[src/hdl/audio_in_pkg.sv]
package audio_in_pkg;
  // power-on initialization length in system clocks
  localparam int INIT_CYCLES    = 1024;
  // supported system clock to sample rate ratios
  localparam int RATIO_256      = 256;
  localparam int RATIO_384      = 384;
  localparam int RATIO_512      = 512;
  localparam int RATIO_768      = 768;
  // slack allowed when matching a measured ratio
  localparam int RATIO_TOL      = 8;
  // supported bit clocks per sample period
  localparam int BCK_32         = 32;
  localparam int BCK_48         = 48;
  localparam int BCK_64         = 64;
  // stop detect: bit clock periods without an edge
  localparam int STOP_BITS      = 3;
  // sample periods of mute after resync
  localparam int MUTE_SAMPLES   = 3;
  // stable frames needed before lock
  localparam int LOCK_FRAMES    = 2;
  // default format: 24-bit left-justified
  localparam int SAMPLE_BITS    = 24;
  localparam logic [2:0] FMT_DEFAULT = 3'h0;
  localparam logic [1:0] RATIO_CODE_256 = 2'h0;
  localparam logic [1:0] RATIO_CODE_384 = 2'h1;
  localparam logic [1:0] RATIO_CODE_512 = 2'h2;
  localparam logic [1:0] RATIO_CODE_768 = 2'h3;
  localparam int FIFO_DEPTH     = 32;
  typedef enum logic [1:0] {ST_INIT, ST_LOAD, ST_SYNC, ST_RUN} state_t;
endpackage

[src/hdl/sample_fifo.sv]
module sample_fifo #(
  parameter int WIDTH = 48,
  parameter int DEPTH = 32
) (
  input  wire logic             clk,
  input  wire logic             rst_n,
  input  wire logic             in_valid,
  output logic                  in_ready,
  input  wire logic [WIDTH-1:0] in_data,
  output logic                  out_valid,
  input  wire logic             out_ready,
  output logic      [WIDTH-1:0] out_data
);
  localparam int AW = $clog2(DEPTH);
  logic [WIDTH-1:0] mem [DEPTH];
  logic [AW-1:0]    wr_reg;
  logic [AW-1:0]    rd_reg;
  logic [AW:0]      cnt_reg;
  wire              push = in_valid && in_ready;
  wire              pop  = out_valid && out_ready;
  assign in_ready  = (cnt_reg != (AW+1)'(DEPTH));
  assign out_valid = (cnt_reg != '0);
  assign out_data  = mem[rd_reg];
  always_ff @(posedge clk)
  begin
    if (push)
      mem[wr_reg] <= in_data;
  end
  always_ff @(posedge clk)
  begin
    if (!rst_n)
    begin
      wr_reg  <= '0;
      rd_reg  <= '0;
      cnt_reg <= '0;
    end
    else
    begin
      if (push)
        wr_reg <= (wr_reg == AW'(DEPTH-1)) ? '0 : wr_reg + 1'b1;
      if (pop)
        rd_reg <= (rd_reg == AW'(DEPTH-1)) ? '0 : rd_reg + 1'b1;
      cnt_reg <= cnt_reg + (AW+1)'(push) - (AW+1)'(pop);
    end
  end
endmodule // sample_fifo

[src/hdl/dac_audio_front.sv]
module dac_audio_front #(
  parameter int SW    = audio_in_pkg::SAMPLE_BITS,
  parameter int DEPTH = audio_in_pkg::FIFO_DEPTH
) (
  // system
  input  wire logic          MCLK,
  input  wire logic          RST_N,
  // serial audio pins
  input  wire logic          SERIAL_BIT_CLOCK,
  input  wire logic          CHANNEL_WORD_CLOCK,
  input  wire logic          SERIAL_DATA,
  // sample stream to the interpolator
  output logic               SAMPLE_VALID,
  input  wire logic          SAMPLE_READY,
  output logic      [SW-1:0] SAMPLE_LEFT,
  output logic      [SW-1:0] SAMPLE_RIGHT,
  // status
  output logic               MUTE,
  output logic               LOCKED,
  output logic               DEFAULTS_LOADED,
  output logic      [1:0]    RATIO_CODE,
  output logic      [2:0]    FORMAT,
  output logic               OVERFLOW
);
  localparam int CW = 11;
  localparam logic [CW-1:0] INIT_LAST = CW'(audio_in_pkg::INIT_CYCLES - 1);
  localparam logic [CW-1:0] FRAME_MAX =
    CW'(audio_in_pkg::RATIO_768 + audio_in_pkg::RATIO_TOL);
  // stop limit: 3 bit periods at the slowest bit clock (768/32 per bit)
  localparam logic [CW-1:0] STOP_LIMIT = CW'(audio_in_pkg::STOP_BITS *
    (audio_in_pkg::RATIO_768 / audio_in_pkg::BCK_32));

  // absolute distance check against a supported ratio
  function automatic logic near(input logic [CW-1:0] v, input int r);
    int d;
    d = int'(v) - r;
    return (d <= audio_in_pkg::RATIO_TOL) && (d >= -audio_in_pkg::RATIO_TOL);
  endfunction

  // three-stage synchronisers; only stages 2 and 3 are compared
  logic [2:0] bck_sync_reg;
  logic [2:0] lr_sync_reg;
  logic [2:0] dat_sync_reg;
  logic       bck_q_reg;
  logic       lr_q_reg;
  logic       dat_q_reg;
  always_ff @(posedge MCLK)
  begin
    if (!RST_N)
    begin
      bck_sync_reg <= '0;
      lr_sync_reg  <= '0;
      dat_sync_reg <= '0;
      bck_q_reg    <= 1'b0;
      lr_q_reg     <= 1'b0;
      dat_q_reg    <= 1'b0;
    end
    else
    begin
      bck_sync_reg <= {bck_sync_reg[1:0], SERIAL_BIT_CLOCK};
      lr_sync_reg  <= {lr_sync_reg[1:0], CHANNEL_WORD_CLOCK};
      dat_sync_reg <= {dat_sync_reg[1:0], SERIAL_DATA};
      if (bck_sync_reg[1] == bck_sync_reg[2])
        bck_q_reg <= bck_sync_reg[2];
      if (lr_sync_reg[1] == lr_sync_reg[2])
        lr_q_reg <= lr_sync_reg[2];
      if (dat_sync_reg[1] == dat_sync_reg[2])
        dat_q_reg <= dat_sync_reg[2];
    end
  end

  // bit clock rising edge; data captured here is stable
  wire bck_rise = (bck_sync_reg[2] == bck_sync_reg[1]) &&
                  bck_sync_reg[2] && !bck_q_reg;
  wire dat_now  = (dat_sync_reg[2] == dat_sync_reg[1]) ?
                  dat_sync_reg[2] : dat_q_reg;
  wire lr_now   = (lr_sync_reg[2] == lr_sync_reg[1]) ?
                  lr_sync_reg[2] : lr_q_reg;
  wire lr_edge  = lr_now != lr_q_reg;
  // frame starts at the high-going word clock: left channel
  wire frame_start = lr_edge && lr_now;

  audio_in_pkg::state_t state_reg;
  audio_in_pkg::state_t state_next;
  logic [CW-1:0] init_cnt_reg;
  logic [CW-1:0] frame_cnt_reg;
  logic [CW-1:0] frame_len_reg;
  logic [CW-1:0] idle_cnt_reg;
  logic [1:0]    good_reg;
  logic [1:0]    mute_cnt_reg;
  logic [1:0]    ratio_reg;
  logic [2:0]    fmt_reg;
  logic          loaded_reg;
  logic [SW-1:0] shift_reg;
  logic [5:0]    bits_reg;
  logic [SW-1:0] left_reg;
  logic          pair_valid_reg;

  wire ratio_ok = near(frame_cnt_reg, audio_in_pkg::RATIO_256) ||
                  near(frame_cnt_reg, audio_in_pkg::RATIO_384) ||
                  near(frame_cnt_reg, audio_in_pkg::RATIO_512) ||
                  near(frame_cnt_reg, audio_in_pkg::RATIO_768);
  wire [1:0] ratio_meas =
    near(frame_cnt_reg, audio_in_pkg::RATIO_256) ?
      audio_in_pkg::RATIO_CODE_256 :
    near(frame_cnt_reg, audio_in_pkg::RATIO_384) ?
      audio_in_pkg::RATIO_CODE_384 :
    near(frame_cnt_reg, audio_in_pkg::RATIO_512) ?
      audio_in_pkg::RATIO_CODE_512 : audio_in_pkg::RATIO_CODE_768;
  wire rate_changed = frame_start && (frame_len_reg != '0) &&
    !near(frame_cnt_reg, int'(frame_len_reg));
  wire clock_stop = (idle_cnt_reg >= STOP_LIMIT) ||
                    (frame_cnt_reg >= FRAME_MAX);
  wire disturbed  = rate_changed || clock_stop || (frame_start && !ratio_ok);

  always_comb
  begin
    state_next = state_reg;
    case (state_reg)
      audio_in_pkg::ST_INIT:
        if (init_cnt_reg == INIT_LAST)
          state_next = audio_in_pkg::ST_LOAD;
      audio_in_pkg::ST_LOAD:
        if (frame_start || clock_stop)
          state_next = audio_in_pkg::ST_SYNC;
      audio_in_pkg::ST_SYNC:
        if (disturbed)
          state_next = audio_in_pkg::ST_SYNC;
        else if (frame_start &&
                 good_reg == 2'(audio_in_pkg::LOCK_FRAMES - 1))
          state_next = audio_in_pkg::ST_RUN;
      audio_in_pkg::ST_RUN:
        if (disturbed)
          state_next = audio_in_pkg::ST_SYNC;
      default:
        state_next = audio_in_pkg::ST_INIT;
    endcase
  end

  always_ff @(posedge MCLK)
  begin
    if (!RST_N)
    begin
      state_reg    <= audio_in_pkg::ST_INIT;
      init_cnt_reg <= '0;
      loaded_reg   <= 1'b0;
      fmt_reg      <= 3'h0;
    end
    else
    begin
      state_reg <= state_next;
      if (state_reg == audio_in_pkg::ST_INIT)
        init_cnt_reg <= init_cnt_reg + 1'b1;
      if (state_reg == audio_in_pkg::ST_LOAD && state_next != state_reg)
      begin
        loaded_reg <= 1'b1;
        fmt_reg    <= audio_in_pkg::FMT_DEFAULT;
      end
    end
  end

  // frame length measurement and clock watchdog
  always_ff @(posedge MCLK)
  begin
    if (!RST_N)
    begin
      frame_cnt_reg <= '0;
      frame_len_reg <= '0;
      idle_cnt_reg  <= '0;
      good_reg      <= '0;
      ratio_reg     <= audio_in_pkg::RATIO_CODE_256;
    end
    else
    begin
      idle_cnt_reg <= bck_rise ? '0 :
        (clock_stop ? idle_cnt_reg : idle_cnt_reg + 1'b1);
      if (frame_start)
      begin
        frame_cnt_reg <= CW'(1);
        frame_len_reg <= ratio_ok ? frame_cnt_reg : '0;
        if (ratio_ok)
          ratio_reg <= ratio_meas;
      end
      else if (frame_cnt_reg < FRAME_MAX)
        frame_cnt_reg <= frame_cnt_reg + 1'b1;
      if (disturbed || state_reg != audio_in_pkg::ST_SYNC)
        good_reg <= '0;
      else if (frame_start && good_reg != 2'(audio_in_pkg::LOCK_FRAMES))
        good_reg <= good_reg + 1'b1;
    end
  end

  // mute holds through sync and three frames after lock
  always_ff @(posedge MCLK)
  begin
    if (!RST_N)
      mute_cnt_reg <= 2'(audio_in_pkg::MUTE_SAMPLES);
    else if (state_reg != audio_in_pkg::ST_RUN)
      mute_cnt_reg <= 2'(audio_in_pkg::MUTE_SAMPLES);
    else if (frame_start && mute_cnt_reg != '0)
      mute_cnt_reg <= mute_cnt_reg - 1'b1;
  end

  // shift MSB first; left-justified word starts at the word clock edge
  always_ff @(posedge MCLK)
  begin
    if (!RST_N)
    begin
      shift_reg      <= '0;
      bits_reg       <= '0;
      left_reg       <= '0;
      pair_valid_reg <= 1'b0;
    end
    else
    begin
      pair_valid_reg <= 1'b0;
      if (lr_edge)
      begin
        bits_reg <= '0;
        if (lr_now)
          pair_valid_reg <= (state_reg == audio_in_pkg::ST_RUN);
        else
          left_reg <= shift_reg;
      end
      else if (bck_rise && bits_reg != 6'(SW))
      begin
        shift_reg <= {shift_reg[SW-2:0], dat_now};
        bits_reg  <= bits_reg + 1'b1;
      end
    end
  end

  logic [2*SW-1:0] fifo_out;
  logic            fifo_in_ready;
  sample_fifo #(
    .WIDTH (2*SW),
    .DEPTH (DEPTH)
  ) u_fifo (
    .clk       (MCLK),
    .rst_n     (RST_N),
    .in_valid  (pair_valid_reg),
    .in_ready  (fifo_in_ready),
    .in_data   ({left_reg, shift_reg}),
    .out_valid (SAMPLE_VALID),
    .out_ready (SAMPLE_READY),
    .out_data  (fifo_out)
  );

  logic ovf_reg;
  always_ff @(posedge MCLK)
  begin
    if (!RST_N)
      ovf_reg <= 1'b0;
    else if (pair_valid_reg && !fifo_in_ready)
      ovf_reg <= 1'b1;
  end

  wire muted = (state_reg != audio_in_pkg::ST_RUN) || (mute_cnt_reg != '0);
  // midscale is code zero in two's complement
  assign SAMPLE_LEFT     = muted ? '0 : fifo_out[2*SW-1:SW];
  assign SAMPLE_RIGHT    = muted ? '0 : fifo_out[SW-1:0];
  assign MUTE            = muted;
  assign LOCKED          = (state_reg == audio_in_pkg::ST_RUN);
  assign DEFAULTS_LOADED = loaded_reg;
  assign RATIO_CODE      = ratio_reg;
  assign FORMAT          = fmt_reg;
  assign OVERFLOW        = ovf_reg;
endmodule // dac_audio_front

[config.mk]
export PLATFORM = sky130hd
export DESIGN_NAME = dac_audio_front
export DESIGN_NICKNAME = d
export VERILOG_FILES = /design/src/hdl/audio_in_pkg.sv /design/src/hdl/sample_fifo.sv /design/src/hdl/dac_audio_front.sv
export SDC_FILE = /design/constraint.sdc
export NUM_CORES = 2
export LEC_CHECK = 0
export BUFFER_PORTS_ARGS = -buffer_cell sky130_fd_sc_hd__buf_2
export CAP_MARGIN = 5
export CORE_AREA = 2 2 384 386
export DETAILED_ROUTE_END_ITERATION = 10
export DIE_AREA = 0 0 386 388
export GPL_ROUTABILITY_DRIVEN = 0
export PLACE_DENSITY = 0.66
export SYNTH_ARGS = -nofsm -noshare
export SYNTH_HDL_FRONTEND = slang
export SYNTH_SLANG_ARGS = --single-unit
[constraint.sdc]
create_clock -name MCLK -period 11.61 [get_ports MCLK]
set_input_delay 0.5805 -clock MCLK [delete_from_list [all_inputs] [get_ports MCLK]]
set_output_delay 0.5805 -clock MCLK [all_outputs]
set_load 0.02 [all_outputs]
==> impl_metrics.json <==
{
  "status": "completed",
  "setup_tns_ns": 0,
  "detail_route.wirelength_mm": 153,
  "drt_iter0_drc": 3503,
  "grt_max_degree": 116,
  "via_per_inst": 5.95,
  "clk_latency_ns": 0.81,
  "min_period_ns": 5.96,
  "place_area_sq_um": 68000,
  "largest_reg_flops": 1536,
  "htreeDepth": 4,
  "syn_inst": 3043,
  "worstSetupEndpointType": "output pin",
  "cts_resized": 0,
  "dieArea_sq_um": 150000,
  "seq_area_frac_synth": 0.751,
  "cts_tree": "done",
  "powerDensity_nw_per_um2": 178,
  "drv_slew": 0,
  "grt_pass1_wl_mm": 221,
  "vdd_drop_max_mv": 0.113,
  "row_count": 140,
  "die_h_um": 388,
  "hold_viol": 0,
  "drc": 0,
  "path_cells": "buf_4, buf_4, mux4_2, mux4_2, mux2i_1, nor2_1, buf_2",
  "wl_per_cell_um": 29.2,
  "setup_viol": 0,
  "path_max_fanout": 77,
  "fmax_mhz": 168,
  "cp.required_ns": 11.03,
  "finalCritPeriodShare": 0.514,
  "cts_hold_buf": 3,
  "stdcell_area_sq_um": 73400,
  "slowest_stage": "buf_4",
  "fin_skew_ns": 0.0603,
  "hp-class": "input pin to register",
  "reg2reg_to": "u_fifo.mem[29][20]$_DFFE_PP_",
  "ys.flop_type": "edfxtp_1",
  "die_x_um": 386,
  "grt_pass1_vias": 31400,
  "yosys_warnings": 0,
  "root_buffer": "clkbuf_16",
  "nNetsFinal": 3247,
  "start_util": 0.449,
  "pre_cts_slack_ns": 6.35,
  "synth_commonest_cells": "edfxtp_1 (1,536), mux4_2 (480), dfxtp_1 (142)",
  "syn-cell-area_sq_um": 65200,
  "synth_area_per_cell_sq_um": 21.4,
  "relSlewSlack": 0.119,
  "reg2reg_slack_ns": 7.63,
  "hold_depth": 2,
  "setup_ws_ns": 5.65,
  "yosysTopAreaCellShare": 0.707,
  "yosysTopAreaCell": "edfxtp_1",
  "critPathKind": "register to output pin",
  "netlist_top_cells_area": "edfxtp_1 (71%), mux4_2 (17%), dfxtp_1 (4.4%)",
  "hp-start": "RST_N",
  "grt_use_total": 0.206,
  "synth_seq_cells": 1678,
  "synth_edf_count": 1536,
  "antenna_cells": 0,
  "post-synth-top-count-cell": "edfxtp_1",
  "async_flop_share": 0,
  "grt-ovfl-total": 0,
  "clockBufferDepth": 3,
  "worst-r2r-cell-count": 9,
  "dpl.hpwl_mm": 75.9,
  "hold_end": "bck_sync_reg[0]$_SDFF_PN0_",
  "antenna_found_initial": 2,
  "cp.arrival_ns": 5.38,
  "numClockSinks": 1678,
  "yosys.cell_types.count": 71,
  "max_stage_delay_ns": 1.02,
  "leakage_nw": 22.9,
  "final_util": 0.506,
  "coreArea_sq_um": 145000,
  "clkTransAtPathRegs_ns": 0.06,
  "worstSetupStartpointType": "register",
  "tightest_slew_ns": 1.32,
  "rsz0062_at_grt": "false",
  "reg2reg_from": "u_fifo.cnt_reg[2]$_SDFF_PN0_",
  "ios": 64,
  "cts_setup_buffers": 0,
  "drive_gt1_frac": 0.266,
  "ant_nets": 0,
  "area_delta_synth_final_pct": 12.6,
  "port_buffers": 60,
  "maxCapViolCount": 0,
  "num_vias": 31200,
  "drt_first_pass_iters": 8,
  "cts_buffers": 166
}
-- metrics by stage --
stage,hold slack [ns],cells,total power [mW]
6_report,0.331,5238,13.0
5_1_grt,0.352,5238,13.5
4_1_cts,0.290,5237,13.2
3_5_place_dp,0.425,4930,7.95
3_3_place_gp,0.429,4930,7.94
2_1_floorplan,0.412,3045,7.70
-- cell usage in the layout, fill, tap and decap left out, types with 33 or more instances in the layout --
cell	instances
buf_4	66
clkbuf_16	168
dfxtp_1	137
inv_1	41
clkinv_1	38
nor2_1	88
clkbuf_1	44
mux4_2	480
buf_2	59
a21boi_0	33
nor2b_1	36
ha_1	53
edfxtp_1	1536
nand2_1	104
mux2i_1	75
-- critical path, delay by kind of cell (launching register included) --
| family | cells | cell delay, ns |
|---|---|---|
| flops | 1 | 1.00 |
| buf+inv | 3 | 2.05 |
| mux | 3 | 1.37 |
| simple gates | 1 | 0.07 |
-- cell families after synthesis --
family	after synthesis	synth area share
XOR/XNOR	44	0.00591
buffers and inverters	202	0.0129
other	1	0.0000575
adder cells (fa/ha/maj)	57	0.0111
AND/OR/NAND/NOR	381	0.0284
flip-flops	1678	0.751
multiplexers	555	0.177
AO/OA/AOI/OAI	125	0.0136
-- power breakdown --
part           internal (mW)  switching (mW)  total, mW
clock                   2.96            2.28       5.25
combinational          0.702           0.534       1.24
sequential              6.51          0.0495       6.56
total                   10.2            2.87       13.0
-- worst max path at each step --
| stage | cells past startpoint | to | slack (ns) | startpoint |
|---|---|---|---|---|
| 3_5_place_dp | 7 | SAMPLE_RIGHT[5] | 6.35 | register |
| 2_1_floorplan | 8 | u_fifo.mem[15][0]$_DFFE_PP_ | 6.30 | u_fifo.cnt_reg[2]$_SDFF_PN0_ |
| 6_report | 7 | SAMPLE_RIGHT[5] | 5.65 | register |
| 5_1_grt | 7 | SAMPLE_LEFT[9] | 5.43 | register |
| 3_3_place_gp | 7 | SAMPLE_RIGHT[5] | 6.38 | register |
| 4_1_cts | 7 | SAMPLE_RIGHT[5] | 5.52 | register |
-- routing by layer --
metal / track usage / part of all wire
met1: 0.295 / 0.41
met5: 0 / 0
met2: 0.328 / 0.49
met4: 0.0581 / 0.023
met3: 0.0371 / 0.079
-- final cells by class --
cell class	count	area [sq um]
clock buffer	217	4440
clock inverter	87	892
fill	11300	71800
inverter	43	161
multi-input combinational	1165	15700
sequential	1678	49000
tap	1917	2400
timing repair buffer	131	888
Note: power is estimated with default switching activity, not from simulation.
